### src/hw/scic_pkg.sv
// Package: register map, fields, reset values and carriers of the card interface
package scic_pkg;

   // ==========================================
   // Register addresses (special function space)
   localparam logic [7:0] ADDR_SELECT_CFG = 8'hAB;
   localparam logic [7:0] ADDR_CONTACTS   = 8'hAC;
   localparam logic [7:0] ADDR_STATUS     = 8'hAD;
   localparam logic [7:0] ADDR_IRQ        = 8'hAE;
   localparam logic [7:0] ADDR_BUFFER     = 8'hAA;
   localparam logic [7:0] ADDR_WT0        = 8'hB4;
   localparam logic [7:0] ADDR_WT1        = 8'hB5;
   localparam logic [7:0] ADDR_WT2_CTRL   = 8'hB6;

   // ==========================================
   // Reset values
   localparam logic [7:0]  RST_CONTROL  = 8'h00;
   localparam logic [7:0]  RST_CONTACTS = 8'h00;
   localparam logic [7:0]  RST_STATUS   = 8'h80;
   localparam logic [7:0]  RST_IRQ      = 8'h00;
   localparam logic [7:0]  RST_IRQ_EN   = 8'h00;
   localparam logic [7:0]  RST_SELECT   = 8'h08;
   localparam logic [7:0]  RST_WT0      = 8'h80;
   localparam logic [7:0]  RST_WT1      = 8'h25;
   localparam logic [7:0]  RST_WT2      = 8'h00;
   localparam logic [23:0] WT_TIMEOUT   = 24'h000000;

   // ==========================================
   // Field positions
   localparam int CTL_RESET = 7;
   localparam int CTL_UART  = 3;
   localparam int CTL_WAIT_COUNTER_ENABLE  = 2;
   localparam int CTL_CHAR_REPEAT_ENABLE  = 1;
   localparam int CTL_CONVENTION_SELECT  = 0;
   localparam int CON_CLKSEL = 7;
   localparam int CON_C8     = 5;
   localparam int CON_C4     = 4;
   localparam int CON_IO     = 3;
   localparam int CON_CLK    = 2;
   localparam int CON_RST    = 1;
   localparam int CON_VCC    = 0;
   localparam int ST_TBE  = 7;
   localparam int ST_IN   = 6;
   localparam int ST_OVF  = 5;
   localparam int ST_VOK  = 4;
   localparam int ST_WTO  = 3;
   localparam int ST_TC   = 2;
   localparam int ST_RC   = 1;
   localparam int ST_PE   = 0;
   localparam int IR_TB   = 7;
   localparam int IR_CERR = 5;
   localparam int IR_VERR = 4;
   localparam int IR_WT   = 3;
   localparam int IR_TX   = 2;
   localparam int IR_RX   = 1;
   localparam int IR_PE   = 0;
   localparam int SEL_REPSEL = 4;
   localparam int SEL_DIV_LO = 2;
   localparam int SEL_ALTCLK = 1;
   localparam int SEL_BANK   = 0;
   localparam logic [7:0] IRQ_VALID_MASK = 8'hBF;

   // Parity indication limits
   localparam logic [2:0] RX_SIGNAL_MAX = 3'h3;
   localparam logic [2:0] TX_REPEAT_MAX = 3'h3;
   localparam logic [2:0] TX_FLAG_5     = 3'h5;
   localparam logic [2:0] TX_FLAG_4     = 3'h4;

   // ==========================================
   // Carrier types
   typedef struct packed {
      logic [7:0] addr;
      logic [7:0] wdata;
      logic       wr;
      logic       rd;
   } scic_bus_t;

   typedef struct packed {
      logic tx_loaded;     // buffer moved to shift register
      logic tx_done;       // character sent
      logic rx_done;       // character received
      logic rx_parity_bad; // parity mismatch seen on receive
      logic tx_parity_nak; // card flagged error on transmit
      logic start_bit;     // start bit sent or received
      logic etu_tick;      // one elementary time unit elapsed
   } scic_uart_ev_t;

   typedef struct packed {
      logic card_in;
      logic overcurrent;
      logic voltage_good;
      logic current_err;
      logic voltage_err;
   } scic_analog_t;

endpackage

### src/hw/scic_regs.sv
// Card interface control and status register bank with contact pin steering
// Notes on behaviour
// - Direct convention: LSB first, low is zero
// - Inverse convention: MSB first, parity after b0
// - Repetition off: no parity signalling or resend
// - Receive: signal error thrice, flag fourth
// - Transmit: resend flagged character up to thrice
// - Count select: flag after five or four
// - I/O pin from UART or contact bit
// - Counter stopped; WT2 write loads hold regs
// - Enable starts counter; stops at timeout
// - UART mode reloads counter on start bit
// - Glitch-free card clock source switch
// - C4, C8, reset pins follow contact bits
// - Supply bit off disables all contacts
// - Transmit buffer empty set on load, cleared on write
// - Receive flag cleared by buffer read
// - Presence, overcurrent and error flags
// - Identification flags cleared on read
// - Each cause gated by its enable
// - Alternate clock divides 1/2/4/8, reset 4
// - Alternate clock pin or port function
// - Bank bit selects shared-address register
// - One active-high interrupt, cleared by read
// - Event during read lands after read
`timescale 1ns/100ps
module scic_regs #(
   parameter int WT_WIDTH = 24
) (
   input  wire logic                   core_clk,
   input  wire logic                   sys_rst,
   input  wire scic_pkg::scic_bus_t    bus,
   output logic [7:0]                  rdata,
   input  wire scic_pkg::scic_uart_ev_t uart_ev,
   input  wire logic [7:0]             rx_data,
   input  wire logic                   uart_io_out,
   input  wire scic_pkg::scic_analog_t analog_pin,
   input  wire logic                   xtal_clk_en,
   input  wire logic                   card_voltage_ready,
   input  wire logic                   card_io_pin_in,
   output logic                        card_io_in,
   output logic [7:0]                  tx_buffer,
   output logic                        tx_buffer_write,
   output logic                        convention_select,
   output logic                        char_repeat_enable,
   output logic                        rx_signal_error,
   output logic                        tx_resend,
   output logic                        xfer_abort,
   output logic                        card_io_out,
   output logic                        card_io_oe_n,
   output logic                        card_clk,
   output logic                        card_rst,
   output logic                        card_c4,
   output logic                        card_c8,
   output logic                        card_supply_on,
   output logic [1:0]                  card_voltage_select,
   output logic                        detect_polarity,
   output logic                        alt_card_clock,
   output logic                        alt_clock_out_select,
   output logic                        irq
);

   // ==========================================
   // Pin synchronisers
   scic_pkg::scic_analog_t ana_s1, ana_s2;
   logic                   io_s1, io_s2;

   always_ff @(posedge core_clk) begin
      ana_s1 <= analog_pin;
      ana_s2 <= ana_s1;
      io_s1  <= card_io_pin_in;
      io_s2  <= io_s1;
   end

   // ==========================================
   // Register state
   logic [7:0]          control, contacts, status, ident, irq_en, select;
   logic [7:0]          wt0, wt1, wt2, rxbuf;
   logic [WT_WIDTH-1:0] wt_hold, wt_cnt;
   logic                wt_run, wt_en_d, irq_q;
   logic [2:0]          pe_cnt, div_cnt;
   logic [7:0]          pend, next_pend;
   logic                clk_sel_q, clk_q, alt_q;
   logic [7:0]          next_control, next_contacts, next_status, next_ident, next_irq_en, next_select;
   logic [7:0]          next_wt0, next_wt1, next_wt2, next_rxbuf;
   logic [WT_WIDTH-1:0] next_wt_hold, next_wt_cnt;
   logic                next_wt_run, next_irq;
   logic [2:0]          next_pe_cnt, next_div_cnt;
   logic                next_clk_sel, next_clk, next_alt;

   logic bank, sel_ctl, wr_buf, rd_buf, rd_ident, wt_timeout, soft_rst;
   logic [7:0] ev;
   logic [2:0] tx_limit;

   assign bank     = select[scic_pkg::SEL_BANK];
   assign sel_ctl  = bus.addr == scic_pkg::ADDR_WT2_CTRL && bank;
   assign wr_buf   = bus.wr && bus.addr == scic_pkg::ADDR_BUFFER && !bank;
   assign rd_buf   = bus.rd && bus.addr == scic_pkg::ADDR_BUFFER && bank;
   assign rd_ident = bus.rd && bus.addr == scic_pkg::ADDR_IRQ && !bank;
   assign soft_rst = control[scic_pkg::CTL_RESET];

   assign wt_timeout = wt_run && wt_cnt == WT_WIDTH'(scic_pkg::WT_TIMEOUT);
   assign tx_limit = select[scic_pkg::SEL_REPSEL] ? scic_pkg::TX_FLAG_4 : scic_pkg::TX_FLAG_5;

   // Events in ident bit order
   always_comb begin
      ev = 8'h00;
      ev[scic_pkg::IR_TB]   = uart_ev.tx_loaded;
      ev[scic_pkg::IR_CERR] = ana_s2.current_err;
      ev[scic_pkg::IR_VERR] = ana_s2.voltage_err;
      ev[scic_pkg::IR_WT]   = wt_timeout;
      ev[scic_pkg::IR_TX]   = uart_ev.tx_done;
      ev[scic_pkg::IR_RX]   = uart_ev.rx_done;
      ev[scic_pkg::IR_PE]   = 1'b0;

      if (char_repeat_enable) begin
         if (uart_ev.rx_parity_bad && pe_cnt >= scic_pkg::RX_SIGNAL_MAX)
            ev[scic_pkg::IR_PE] = 1'b1;
         if (uart_ev.tx_parity_nak && pe_cnt + 3'h1 >= tx_limit)
            ev[scic_pkg::IR_PE] = 1'b1;
      end
   end

   // Parity repetition outputs and transfer abort
   assign rx_signal_error = char_repeat_enable && uart_ev.rx_parity_bad
                            && pe_cnt < scic_pkg::RX_SIGNAL_MAX;
   assign tx_resend       = char_repeat_enable && uart_ev.tx_parity_nak
                            && pe_cnt < scic_pkg::TX_REPEAT_MAX;
   assign xfer_abort      = soft_rst || wt_timeout || status[scic_pkg::ST_WTO];

   // ==========================================
   // Next-state logic
   always_comb begin
      next_control  = control;
      next_contacts = contacts;
      next_irq_en   = irq_en;
      next_select   = select;
      next_wt0      = wt0;
      next_wt1      = wt1;
      next_wt2      = wt2;
      next_rxbuf    = rxbuf;

      next_wt_hold  = wt_hold;
      next_wt_cnt   = wt_cnt;
      next_wt_run   = wt_run;
      next_pe_cnt   = pe_cnt;

      next_status   = status;
      next_ident    = ident;

      if (bus.wr) begin
         case (bus.addr)
            scic_pkg::ADDR_SELECT_CFG: next_select = bus.wdata;
            scic_pkg::ADDR_CONTACTS:   if (!bank) next_contacts = bus.wdata & 8'hBF;
            scic_pkg::ADDR_IRQ:        if (bank) next_irq_en = bus.wdata & scic_pkg::IRQ_VALID_MASK;
            scic_pkg::ADDR_STATUS:     if (!bank) begin
               next_status[scic_pkg::ST_TC] = status[scic_pkg::ST_TC] & bus.wdata[scic_pkg::ST_TC];
               next_status[scic_pkg::ST_PE] = status[scic_pkg::ST_PE] & bus.wdata[scic_pkg::ST_PE];
            end
            scic_pkg::ADDR_WT0:        if (!bank) next_wt0 = bus.wdata;
            scic_pkg::ADDR_WT1:        if (!bank) next_wt1 = bus.wdata;
            scic_pkg::ADDR_WT2_CTRL:   if (sel_ctl) next_control = bus.wdata;
                                       else next_wt2 = bus.wdata;
            default: ;
         endcase
      end
      if (bus.wr && bus.addr == scic_pkg::ADDR_WT2_CTRL && !bank && !control[scic_pkg::CTL_WAIT_COUNTER_ENABLE])
         next_wt_hold = WT_WIDTH'({bus.wdata, wt1, wt0});

      // Wait counter
      if (control[scic_pkg::CTL_WAIT_COUNTER_ENABLE] && !wt_en_d) begin
         next_wt_cnt = wt_hold;
         next_wt_run = 1'b1;
      end else if (!control[scic_pkg::CTL_WAIT_COUNTER_ENABLE] || wt_timeout) begin
         next_wt_run = 1'b0;
      end else if (control[scic_pkg::CTL_UART] && uart_ev.start_bit) begin
         next_wt_cnt = wt_hold;
      end else if (wt_run && uart_ev.etu_tick) begin
         next_wt_cnt = wt_cnt - WT_WIDTH'(1);
      end

      // Consecutive parity indications
      if (char_repeat_enable && (uart_ev.rx_parity_bad || uart_ev.tx_parity_nak))
         next_pe_cnt = (ev[scic_pkg::IR_PE]) ? 3'h0 : pe_cnt + 3'h1;
      else if (uart_ev.rx_done || uart_ev.tx_done)
         next_pe_cnt = 3'h0;
      if (rd_buf)
         next_status[scic_pkg::ST_RC] = 1'b0;
      if (uart_ev.rx_done)
         next_rxbuf = rx_data;

      // Status: set wins over clear
      if (wr_buf)
         next_status[scic_pkg::ST_TBE] = 1'b0;
      if (uart_ev.tx_loaded)
         next_status[scic_pkg::ST_TBE] = 1'b1;

      next_status[scic_pkg::ST_IN]  = ana_s2.card_in;
      next_status[scic_pkg::ST_OVF] = ana_s2.overcurrent;
      next_status[scic_pkg::ST_VOK] = ana_s2.voltage_good;
      next_status[scic_pkg::ST_WTO] = wt_timeout | (status[scic_pkg::ST_WTO] & ~(control[scic_pkg::CTL_WAIT_COUNTER_ENABLE] & ~wt_en_d));

      if (uart_ev.tx_done) next_status[scic_pkg::ST_TC] = 1'b1;
      if (uart_ev.rx_done) next_status[scic_pkg::ST_RC] = 1'b1;
      if (ev[scic_pkg::IR_PE]) next_status[scic_pkg::ST_PE] = 1'b1;

      // Ident: read clears; events in a read cycle wait a cycle
      if (rd_ident)
         next_ident = 8'h00;
      else
         next_ident = ident | pend | ev;
      next_irq = |(next_ident & irq_en);
   end

   // Events in a read cycle land after it
   always_comb next_pend = rd_ident ? ev : 8'h00;

   always_ff @(posedge core_clk) begin
      if (sys_rst || soft_rst) begin
         control  <= scic_pkg::RST_CONTROL;
         contacts <= scic_pkg::RST_CONTACTS;
         status   <= scic_pkg::RST_STATUS;
         ident    <= scic_pkg::RST_IRQ;
         irq_en   <= scic_pkg::RST_IRQ_EN;
         select   <= scic_pkg::RST_SELECT;

         wt0      <= scic_pkg::RST_WT0;
         wt1      <= scic_pkg::RST_WT1;
         wt2      <= scic_pkg::RST_WT2;
         rxbuf    <= 8'h00;

         wt_hold  <= '0;
         wt_cnt   <= '0;
         wt_run   <= 1'b0;
         wt_en_d  <= 1'b0;

         pe_cnt   <= 3'h0;
         pend     <= 8'h00;
         irq_q    <= 1'b0;
      end else begin
         control  <= next_control;
         contacts <= next_contacts;
         status   <= next_status;
         ident    <= next_ident;
         irq_en   <= next_irq_en;
         select   <= next_select;

         wt0      <= next_wt0;
         wt1      <= next_wt1;
         wt2      <= next_wt2;
         rxbuf    <= next_rxbuf;

         wt_hold  <= next_wt_hold;
         wt_cnt   <= next_wt_cnt;
         wt_run   <= next_wt_run;
         wt_en_d  <= control[scic_pkg::CTL_WAIT_COUNTER_ENABLE];
         pe_cnt   <= next_pe_cnt;
         pend     <= next_pend;
         irq_q    <= next_irq;
      end
   end

   // ==========================================
   // Read data and buffer strobe
   always_comb begin
      rdata = 8'h00;
      case (bus.addr)
         scic_pkg::ADDR_SELECT_CFG: rdata = {3'h0, select[4:0]};
         scic_pkg::ADDR_CONTACTS:   rdata = bank ? 8'h00 : contacts;
         scic_pkg::ADDR_STATUS:     rdata = bank ? 8'h00 : status;
         scic_pkg::ADDR_IRQ:        rdata = bank ? irq_en : ident;
         scic_pkg::ADDR_BUFFER:     rdata = bank ? rxbuf : 8'h00;
         scic_pkg::ADDR_WT0:        rdata = bank ? 8'h00 : wt0;
         scic_pkg::ADDR_WT1:        rdata = bank ? 8'h00 : wt1;
         scic_pkg::ADDR_WT2_CTRL:   rdata = bank ? control : wt2;
         default:                   rdata = 8'h00;
      endcase
   end

   always_ff @(posedge core_clk) begin
      if (sys_rst) begin
         tx_buffer       <= 8'h00;
         tx_buffer_write <= 1'b0;
      end else begin
         tx_buffer_write <= wr_buf;
         if (wr_buf) tx_buffer <= bus.wdata;
      end
   end

   assign convention_select  = control[scic_pkg::CTL_CONVENTION_SELECT];
   assign char_repeat_enable = control[scic_pkg::CTL_CHAR_REPEAT_ENABLE];
   assign card_voltage_select = control[5:4];
   assign detect_polarity    = control[6];

   assign irq                = irq_q;

   // ==========================================
   // Contact pins, gated by supply bit
   logic vcc_on;
   assign vcc_on         = contacts[scic_pkg::CON_VCC];
   assign card_supply_on = vcc_on;
   assign card_io_in     = io_s2;

   always_comb begin
      next_clk_sel = clk_sel_q;
      if (!clk_q) next_clk_sel = contacts[scic_pkg::CON_CLKSEL];

      next_clk = clk_sel_q ? xtal_clk_en : contacts[scic_pkg::CON_CLK];
      next_clk = next_clk & vcc_on;
   end

   always_ff @(posedge core_clk) begin
      if (sys_rst) begin
         clk_sel_q    <= 1'b0;
         clk_q        <= 1'b0;

         card_rst     <= 1'b0;
         card_c4      <= 1'b0;
         card_c8      <= 1'b0;
         card_io_out  <= 1'b0;
         card_io_oe_n <= 1'b1;
      end else begin
         clk_sel_q    <= next_clk_sel;
         clk_q        <= next_clk;

         card_rst     <= vcc_on & contacts[scic_pkg::CON_RST];
         card_c4      <= vcc_on & contacts[scic_pkg::CON_C4];
         card_c8      <= vcc_on & contacts[scic_pkg::CON_C8];
         card_io_out  <= control[scic_pkg::CTL_UART] ? uart_io_out : contacts[scic_pkg::CON_IO];
         card_io_oe_n <= ~vcc_on;
      end
   end

   assign card_clk = clk_q;

   // ==========================================
   // Alternate card clock prescaler
   logic [1:0] div_code;
   assign div_code = select[scic_pkg::SEL_DIV_LO +: 2];
   always_comb begin
      next_div_cnt = 3'h0;
      next_alt     = alt_q;

      if (div_code == 2'h0) begin
         next_alt = xtal_clk_en;
      end else if (xtal_clk_en) begin
         next_div_cnt = div_cnt + 3'h1;
         if (div_cnt == 3'((1 << (div_code - 2'h1)) - 1)) begin
            next_div_cnt = 3'h0;
            next_alt     = ~alt_q;
         end
      end else begin
         next_div_cnt = div_cnt;
      end
   end

   always_ff @(posedge core_clk) begin
      if (sys_rst) begin
         div_cnt <= 3'h0;
         alt_q   <= 1'b0;
      end else begin
         div_cnt <= next_div_cnt;
         alt_q   <= next_alt;
      end
   end

   assign alt_clock_out_select = select[scic_pkg::SEL_ALTCLK];
   assign alt_card_clock       = alt_q & alt_clock_out_select;

endmodule // scic_regs

### config.mk
export PLATFORM = sky130hd
export DESIGN_NAME = scic_regs
export DESIGN_NICKNAME = d
export VERILOG_FILES = /design/src/hw/scic_pkg.sv /design/src/hw/scic_regs.sv
export SDC_FILE = /design/constraint.sdc
export NUM_CORES = 1
export LEC_CHECK = 0
export CAP_MARGIN = 10
export CORE_UTILIZATION = 57
export DETAILED_ROUTE_END_ITERATION = 6
export DONT_BUFFER_PORTS = 1
export PLACE_DENSITY = 0.8
export SETUP_SLACK_MARGIN = 0.5
export SLEW_MARGIN = 0
export SYNTH_ARGS = -nofsm -noshare
export SYNTH_HDL_FRONTEND = slang
export SYNTH_SLANG_ARGS = --single-unit
### constraint.sdc
create_clock -name core_clk -period 2.46 [get_ports core_clk]
set_clock_uncertainty 0.05 [all_clocks]
set_input_delay 0.246 -clock core_clk [delete_from_list [all_inputs] [get_ports core_clk]]
set_output_delay 0.246 -clock core_clk [all_outputs]
set_load 0.02 [all_outputs]
==> results_dict.tcl, run 1 <==
set metrics [dict create \
    worst_slack_ps -315 \
    yosys_warnings 0 \
    critical_path_class "flop to flop" \
    number_of_enable_flip_flop_cells_after_synthesis 0 \
    power_frac_seq_pct 50.2 \
    latest_clock_arrival_within_the_worst_skew_pair_ps 440 \
    worst_pin_slew_ps 724 \
    clk_transition_reported_paths_ps 60 \
    synth_fa_ha_area_share_pct 1.54 \
    ir_drop_v 0.000532 \
    worst_slew_margin_pct 51.6 \
    timing.max_cap.violations 0 \
    groute.usage.overall_pct 36.3 \
    floorplan.initialDensity_pct 59.5 \
    nets 992 \
    drt-initial-drc-count 1057 \
    synth.ff_latch_count 167 \
    synth_sequential_area_ratio_pct 45.8 \
    ys.flop_type "sky130_fd_sc_hd__dfxtp_1" \
    final_min_period_over_clock_period_pct 113 \
    grt_setup_unrepaired "yes" \
    cp.required_ps 2740 \
    number_of_global_route_vias_before_repair 6863 \
    fmax_mhz 360 \
    worst_ep_arrival_time_ps 3050 \
    synth_top_area_cell "sky130_fd_sc_hd__dfxtp_1" \
    asyncSetResetFlopFracSynth_pct 0 \
    synth-simple-area-share_pct 22.0 \
    tritoncts_clock_tree "built" \
    die_area_um2 13300 \
    coreArea_um2 12300 \
    cts_max_path_buffers 2 \
    core.rowCount 40 \
    synth_top_family_by_area "simple AND/OR/NAND/NOR gates" \
    postPlaceCellArea_um2 7550 \
    worst_hold_path_type "input pin to flop" \
    run_status "complete, but fails checks" \
    wirelength_um 25500 \
    power.leakage_uw 0.00352 \
    grt_pass1_wl_um 36500 \
    synth_xor_area_share_pct 0.720 \
    switching_share_pct 22.8 \
    area_growth_pct 27.7 \
    total_power_consumption_of_the_routed_design_uw 5500 \
    htree_num_levels 4 \
    chipHeight_um 115 \
    overflow 0 \
    syn_avg_cell_area_um2 8.27 \
    drcViolationCount 0 \
    grt_start_max_net_pins 50 \
    detail_route.first_pass.iterations 6 \
    synthCells 883 \
    drt-vias-per-instance 6.72 \
    power.net_switching_uw 1260 \
    antenna_left 0 \
    die_w_um 115 \
    cp_max_fo 5 \
    failed_checks "negative setup slack" \
    period_minus_slack_ps 2770 \
    antenna_found_initial 1 \
    place_congestion 0.898 \
    synth_mux_area_share_pct 7.99 \
    power.share.combinational_pct 4.6 \
    complex_gate_fraction_of_the_synthesized_area_pct 17.4 \
    power_frac_clock_pct 45.2 \
    clockRootBuffer "sky130_fd_sc_hd__clkbuf_16" \
    final_cell_area_um2 9320 \
    fill_cells 746 \
    finalHoldViolations 0 \
    post_synthesis_net_count 936 \
    number_of_sinks_driven_by_the_clock_tree 167 \
    synth_area_um2 7300 \
    dpl.hpwl_um 13500 \
    drt-wirelength-per-cell_um 22.7 \
    p_int_uw 4240 \
    dominant_cells_by_area_after_synthesis "sky130_fd_sc_hd__dfxtp_1 (46%), sky130_fd_sc_hd__nand2_1 (7.8%), sky130_fd_sc_hd__a21oi_1 (7.1%)" \
    number_of_top_level_design_ports 80 \
    total_number_of_vias 7528 \
    critical_path.startpoint_type "flop" \
    synth.lib_cells_used.distinct 62 \
    final_util_pct 76.0 \
    end_kind "flop" \
    placement.io_buffers 0 \
    setup_viol 25 \
    tritoncts.num_buffers 17 \
    power.density_nw_per_um2 590 \
    drv_slew 0 \
    synth_top_area_share_pct 45.8 \
    drive_above_1_share_pct 19.3 \
]
-- cell usage in the layout (no fill, tap or decap), types with 8 or more instances in the layout --
cell type / Yosys / routed
sky130_fd_sc_hd__dlygate4sd3_1: 0 / 30
sky130_fd_sc_hd__clkbuf_16: 0 / 18
sky130_fd_sc_hd__and2_1: 16 / 15
sky130_fd_sc_hd__dfxtp_2: 0 / 8
sky130_fd_sc_hd__nand3_1: 36 / 36
sky130_fd_sc_hd__inv_1: 18 / 17
sky130_fd_sc_hd__buf_6: 1 / 15
sky130_fd_sc_hd__a21o_1: 9 / 9
sky130_fd_sc_hd__nand2_1: 151 / 148
sky130_fd_sc_hd__nor2_1: 73 / 73
sky130_fd_sc_hd__dfxtp_1: 167 / 157
sky130_fd_sc_hd__buf_4: 2 / 42
sky130_fd_sc_hd__mux2i_1: 47 / 43
sky130_fd_sc_hd__nor3_1: 24 / 21
sky130_fd_sc_hd__ha_1: 9 / 9
sky130_fd_sc_hd__o31ai_1: 8 / 8
sky130_fd_sc_hd__a21oi_1: 103 / 93
sky130_fd_sc_hd__o21ai_0: 31 / 17
sky130_fd_sc_hd__a21oi_2: 1 / 11
-- power by group through the flow --
stage	clock network, uW	registers [uW]	logic, uW
global placement	0	2820	141
global route	2590	2760	260
CTS	2460	2760	230
floorplan	0	2810	140
finish	2490	2760	252
detailed placement	0	2820	148
-- cells in the mapped netlist, drive strengths merged, types with 9 or more instances --
master,instances
dfxtp,167
clkbuf,58
mux2,10
nand3,36
nand2,151
and2,16
nor2,73
a21oi,104
ha,9
a22oi,9
o21ai,32
nor3,24
mux2i,47
inv,18
a21o,9
-- worst paths after layout --
path	startpoint	cells past startpoint	end	slack, ps
setup / recovery	wt_cnt[15]$_SDFFE_PP0P_	12	wt_cnt[4]$_SDFFE_PP0P_	-310
hold reg to reg	ana_s1[4]$_DFF_P_	0	ana_s2[4]$_DFF_P_	270
hold / removal	xtal_clk_en	3	div_cnt[2]$_SDFFE_PP0P_	9
setup reg to reg	wt_cnt[15]$_SDFFE_PP0P_	12	wt_cnt[4]$_SDFFE_PP0P_	-310
-- logic make-up (layout without fill, tap and decap cells) --
logic type               Yosys count  count (layout)
AO/OA/AOI/OAI                    209             210
XOR/XNOR                           6               6
adder cells (fa/ha/maj)            9               9
buffers and inverters             84             151
flip-flops                       167             167
multiplexers                      57              57
other                              0               1
AND/OR/NAND/NOR                  351             351
-- final cells by class --
cell class	count	area [um^2]	area share [%]
Sequential cell	167	3360	36.0
Tap cell	168	210	2.25
Clock buffer	23	458	4.91
Antenna cell	1	2.50	0.0268
Timing Repair Buffer	102	1130	12.1
Inverter	18	71.3	0.765
Multi-Input combinational cell	633	4010	43.1
Clock inverter	8	76.3	0.819
-- worst max-delay path: stages, from the launching register on --
cell and delay, ps:
sky130_fd_sc_hd__dfxtp_2 320, sky130_fd_sc_hd__or4_4 540, sky130_fd_sc_hd__or4_4 560, sky130_fd_sc_hd__buf_6 140, sky130_fd_sc_hd__buf_6 100, sky130_fd_sc_hd__buf_6 120, sky130_fd_sc_hd__o21ai_4 180, sky130_fd_sc_hd__buf_6 130
sky130_fd_sc_hd__buf_6 120, sky130_fd_sc_hd__buf_12 100, sky130_fd_sc_hd__buf_16 110, sky130_fd_sc_hd__a21oi_2 40, sky130_fd_sc_hd__o32ai_1 160
-- what timing repair did --
action                                 4_1_cts  5_1_grt
hold buffers                                29        1
setup buffers                               23       13
pin swaps                                   37       19
resized for setup                           76       38
gates cloned                                 7        1
endpoints found under the hold margin       98        1
setup endpoints to repair                   69       65
-- flip-flops by register name (all words and copies together) (netlist names), 7 cells and up --
signal     count
pend           7
status         8
tx_buffer      8
rxbuf          8
wt_cnt        24
irq_en         7
wt2            8
ident          7
wt0            8
wt1            8
contacts       7
control        8
wt_hold       24
-- stage by stage --
step / setup TNS, ps / cells / hold slack (ps) / setup WS, ps
4_1_cts: -4530 / 1104 / 2.28 / -280
2_1_floorplan: 0 / 883 / 224 / 10.4
6_report: -6120 / 1120 / 8.78 / -315
3_5_place_dp: 0 / 1014 / 224 / 31.8
5_1_grt: -7000 / 1120 / 26.4 / -352
3_3_place_gp: 0 / 1014 / 224 / 79.4
-- metal layers --
layer,up-vias,global-route usage (%),share of wire (%)
met2,659,58.6,45
met1,3524,45.8,37
met4,0,16.6,5.1
met5,-,0,0
met3,130,9.38,13
li1,3215,-,-
Power figures use the tool's default switching activity.
==> inputs of run 2 (changes only) <==
--- a/config.mk
+++ b/config.mk
@@ -10,6 +10,7 @@
 export DETAILED_ROUTE_END_ITERATION = 6
 export DONT_BUFFER_PORTS = 1
 export PLACE_DENSITY = 0.8
+export REMOVE_ABC_BUFFERS = 1
 export SETUP_SLACK_MARGIN = 0.5
 export SLEW_MARGIN = 0
 export SYNTH_ARGS = -nofsm -noshare
==> run 2 against run 1 <==
Against the previous run:
- the run still ends with negative setup slack left
- via count shrank 6.7%
- critical endpoint is now wt_cnt[8]$_SDFFE_PP0P_
- maximum frequency is 2.4% lower
- global-route usage decreased by 1.8 points
- die area stayed put
==> results_dict.tcl, run 2 (same netlist as run 1, synthesis figures left out) <==
set metrics [dict create \
    number_of_sinks_driven_by_the_clock_tree 167 \
    crit-reg2reg-launch "wt_cnt[17]$_SDFFE_PP0P_" \
    drcViolationCount 0 \
    critical_path.max_stage_delay_ps 590 \
    drv_slew 0 \
    ff2ff_path_depth 11 \
    timing.max_cap.violations 0 \
    coreArea_um2 12300 \
    ir_drop_v 0.000605 \
    top_regs "wt_cnt (24), wt_hold (24)" \
    die_area_um2 13300 \
    drive_above_1_share_pct 18.7 \
    dpl.hpwl_um 12900 \
    grt_setup_unrepaired "yes" \
    timing.critical_path.cells "or4_4, or4_4, buf_6, buf_6, buf_6, buf_8, buf_2, buf_4, o21a_4, o21ai_1, a32o_2" \
    clk_transition_reported_paths_ps 60 \
    area_occupied_by_multi_input_gates_um2 3910 \
    hold_slack_ps 46.2 \
    number_of_global_route_vias_before_repair 6637 \
    chipHeight_um 115 \
    final_min_period_over_clock_period_pct 116 \
    period_minus_slack_ps 2840 \
    tritoncts_clock_tree "built" \
    latest_clock_arrival_within_the_worst_skew_pair_ps 430 \
    nets 991 \
    cp_max_fo 6 \
    tritoncts.num_buffers 17 \
    layout.cells.most_common_list "sky130_fd_sc_hd__dfxtp_1 (155), sky130_fd_sc_hd__nand2_1 (147), sky130_fd_sc_hd__a21oi_1 (95)" \
    failed_checks "negative setup slack" \
    power.density_nw_per_um2 630 \
    setup_viol 27 \
    path_delay_family "simple AND/OR/NAND/NOR gates" \
    power.leakage_uw 0.00348 \
    r2r_setup_slack_ps -380 \
    clockRootBuffer "sky130_fd_sc_hd__clkbuf_16" \
    fmax_mhz 352 \
    min_to "select[4]$_SDFFE_PP0P_" \
    antenna_found_initial 3 \
    place_congestion 0.879 \
    antenna_left 0 \
    cts_max_path_buffers 2 \
    worst_slew_margin_pct 44.7 \
    run_status "complete, but fails checks" \
    worst_ep_arrival_time_ps 3170 \
    final_common_cell "sky130_fd_sc_hd__dfxtp_1" \
    crit-reg2reg-capture "wt_cnt[8]$_SDFFE_PP0P_" \
    end_kind "flop" \
    hold_depth 3 \
    core.rowCount 40 \
    global_route.usage.met3_pct 9.44 \
    groute.usage.overall_pct 34.5 \
    drt-wirelength-per-cell_um 20.4 \
    grt_pass1_wl_um 34700 \
    placement.io_buffers 0 \
    groute.layer.met1.usage_pct 41.0 \
    wirelength_um 22900 \
    drt-vias-per-instance 6.27 \
    die_w_um 115 \
    grt_start_max_net_pins 65 \
    detail_route.first_pass.iterations 7 \
    fill_cells 800 \
    grtUsageMet2_pct 56.9 \
    grt.busiest_layer "met2" \
    htree_num_levels 4 \
    drt-initial-drc-count 915 \
    floorplan.initialDensity_pct 59.5 \
    area_growth_pct 25.3 \
    cp.required_ps 2790 \
    total_number_of_vias 7027 \
    worstHoldStart "bus[1]" \
    worst_slack_ps -383 \
    crit_top_cell "sky130_fd_sc_hd__buf_6" \
    critical_path_class "flop to flop" \
    overflow 0 \
    worst_pin_slew_ps 830 \
    critical_path.startpoint_type "flop" \
    critical_path.slowest_cell "sky130_fd_sc_hd__or4_4" \
    finalHoldViolations 0 \
    worst_hold_path_type "input pin to flop" \
    number_of_top_level_design_ports 80 \
    final-seq-area_um2 3360 \
    critical_path_buf_inv_count 6 \
    final_util_pct 74.6 \
]
[run 2: cell type report]
class | count | share of cell area (%)
inverter | 18 | 0.739
tap | 168 | 2.30
antenna | 3 | 0.0821
clock buffer | 21 | 4.93
sequential | 167 | 36.7
timing repair buffer | 101 | 10.8
multi-input combinational | 633 | 42.8
clock inverter | 9 | 1.66
[run 2: worst max-delay path by stage]
| stage | startpoint | end | slack [ps] | cells after the start |
|---|---|---|---|---|
| after global routing | wt_cnt[17]$_SDFFE_PP0P_ | wt_cnt[13]$_SDFFE_PP0P_ | -420 | 11 |
| after floorplan | wt_cnt[14]$_SDFFE_PP0P_ | wt_cnt[10]$_SDFFE_PP0P_ | -800 | 5 |
| after global placement | wt_cnt[14]$_SDFFE_PP0P_ | xfer_abort | -80 | 4 |
| after detailed placement | wt_cnt[14]$_SDFFE_PP0P_ | xfer_abort | -90 | 4 |
| after CTS | wt_cnt[14]$_SDFFE_PP0P_ | xfer_abort | -250 | 4 |
| final | wt_cnt[17]$_SDFFE_PP0P_ | wt_cnt[8]$_SDFFE_PP0P_ | -380 | 11 |
[run 2: power breakdown]
group / total (uW) / internal [uW] / switching, uW / leakage (uW)
registers: 2760 / 2740 / 22.2 / 0.00136
clock network: 2750 / 1710 / 1040 / 0.000293
logic: 245 / 96.6 / 148 / 0.00183
[run 2: metal layers]
layer,part of all wire [%],up-vias
met3,9.5,98
met5,0,-
li1,-,3202
met4,4.5,0
met2,47,455
met1,39,3272
[run 2: worst reg2reg max path, cell delays in order, from the launching register on]
cell                      delay, ps
sky130_fd_sc_hd__dfxtp_2        320
sky130_fd_sc_hd__or4_4          530
sky130_fd_sc_hd__or4_4          590
sky130_fd_sc_hd__buf_6          150
sky130_fd_sc_hd__buf_6          100
sky130_fd_sc_hd__buf_6          100
sky130_fd_sc_hd__buf_8          120
sky130_fd_sc_hd__buf_2          150
sky130_fd_sc_hd__buf_4          140
sky130_fd_sc_hd__o21a_4         220
sky130_fd_sc_hd__o21ai_1        130
sky130_fd_sc_hd__a32o_2         190
[run 2: through the flow]
step,total power (uW),area (um^2),TNS [ps],setup WS [ps],cells
4_1_cts,5760,8870,-4460,-253,1107
5_1_grt,5900,9150,-9060,-416,1120
3_5_place_dp,2960,7600,-157,-94.3,1029
6_report,5760,9150,-7830,-383,1120
3_3_place_gp,2960,7600,-97.0,-84.3,1029
2_1_floorplan,2920,7030,-20370,-796,817
[run 2: repair_timing]
| action | 4_1_cts | 5_1_grt |
|---|---|---|
| setup buffers | 14 | 9 |
| pin swaps | 23 | 31 |
| hold buffers | 30 | 0 |
| hold endpoints to repair | 100 | 0 |
| gates resized for setup | 50 | 61 |
| endpoints found under the setup margin | 41 | 81 |
| cloned | 4 | 1 |
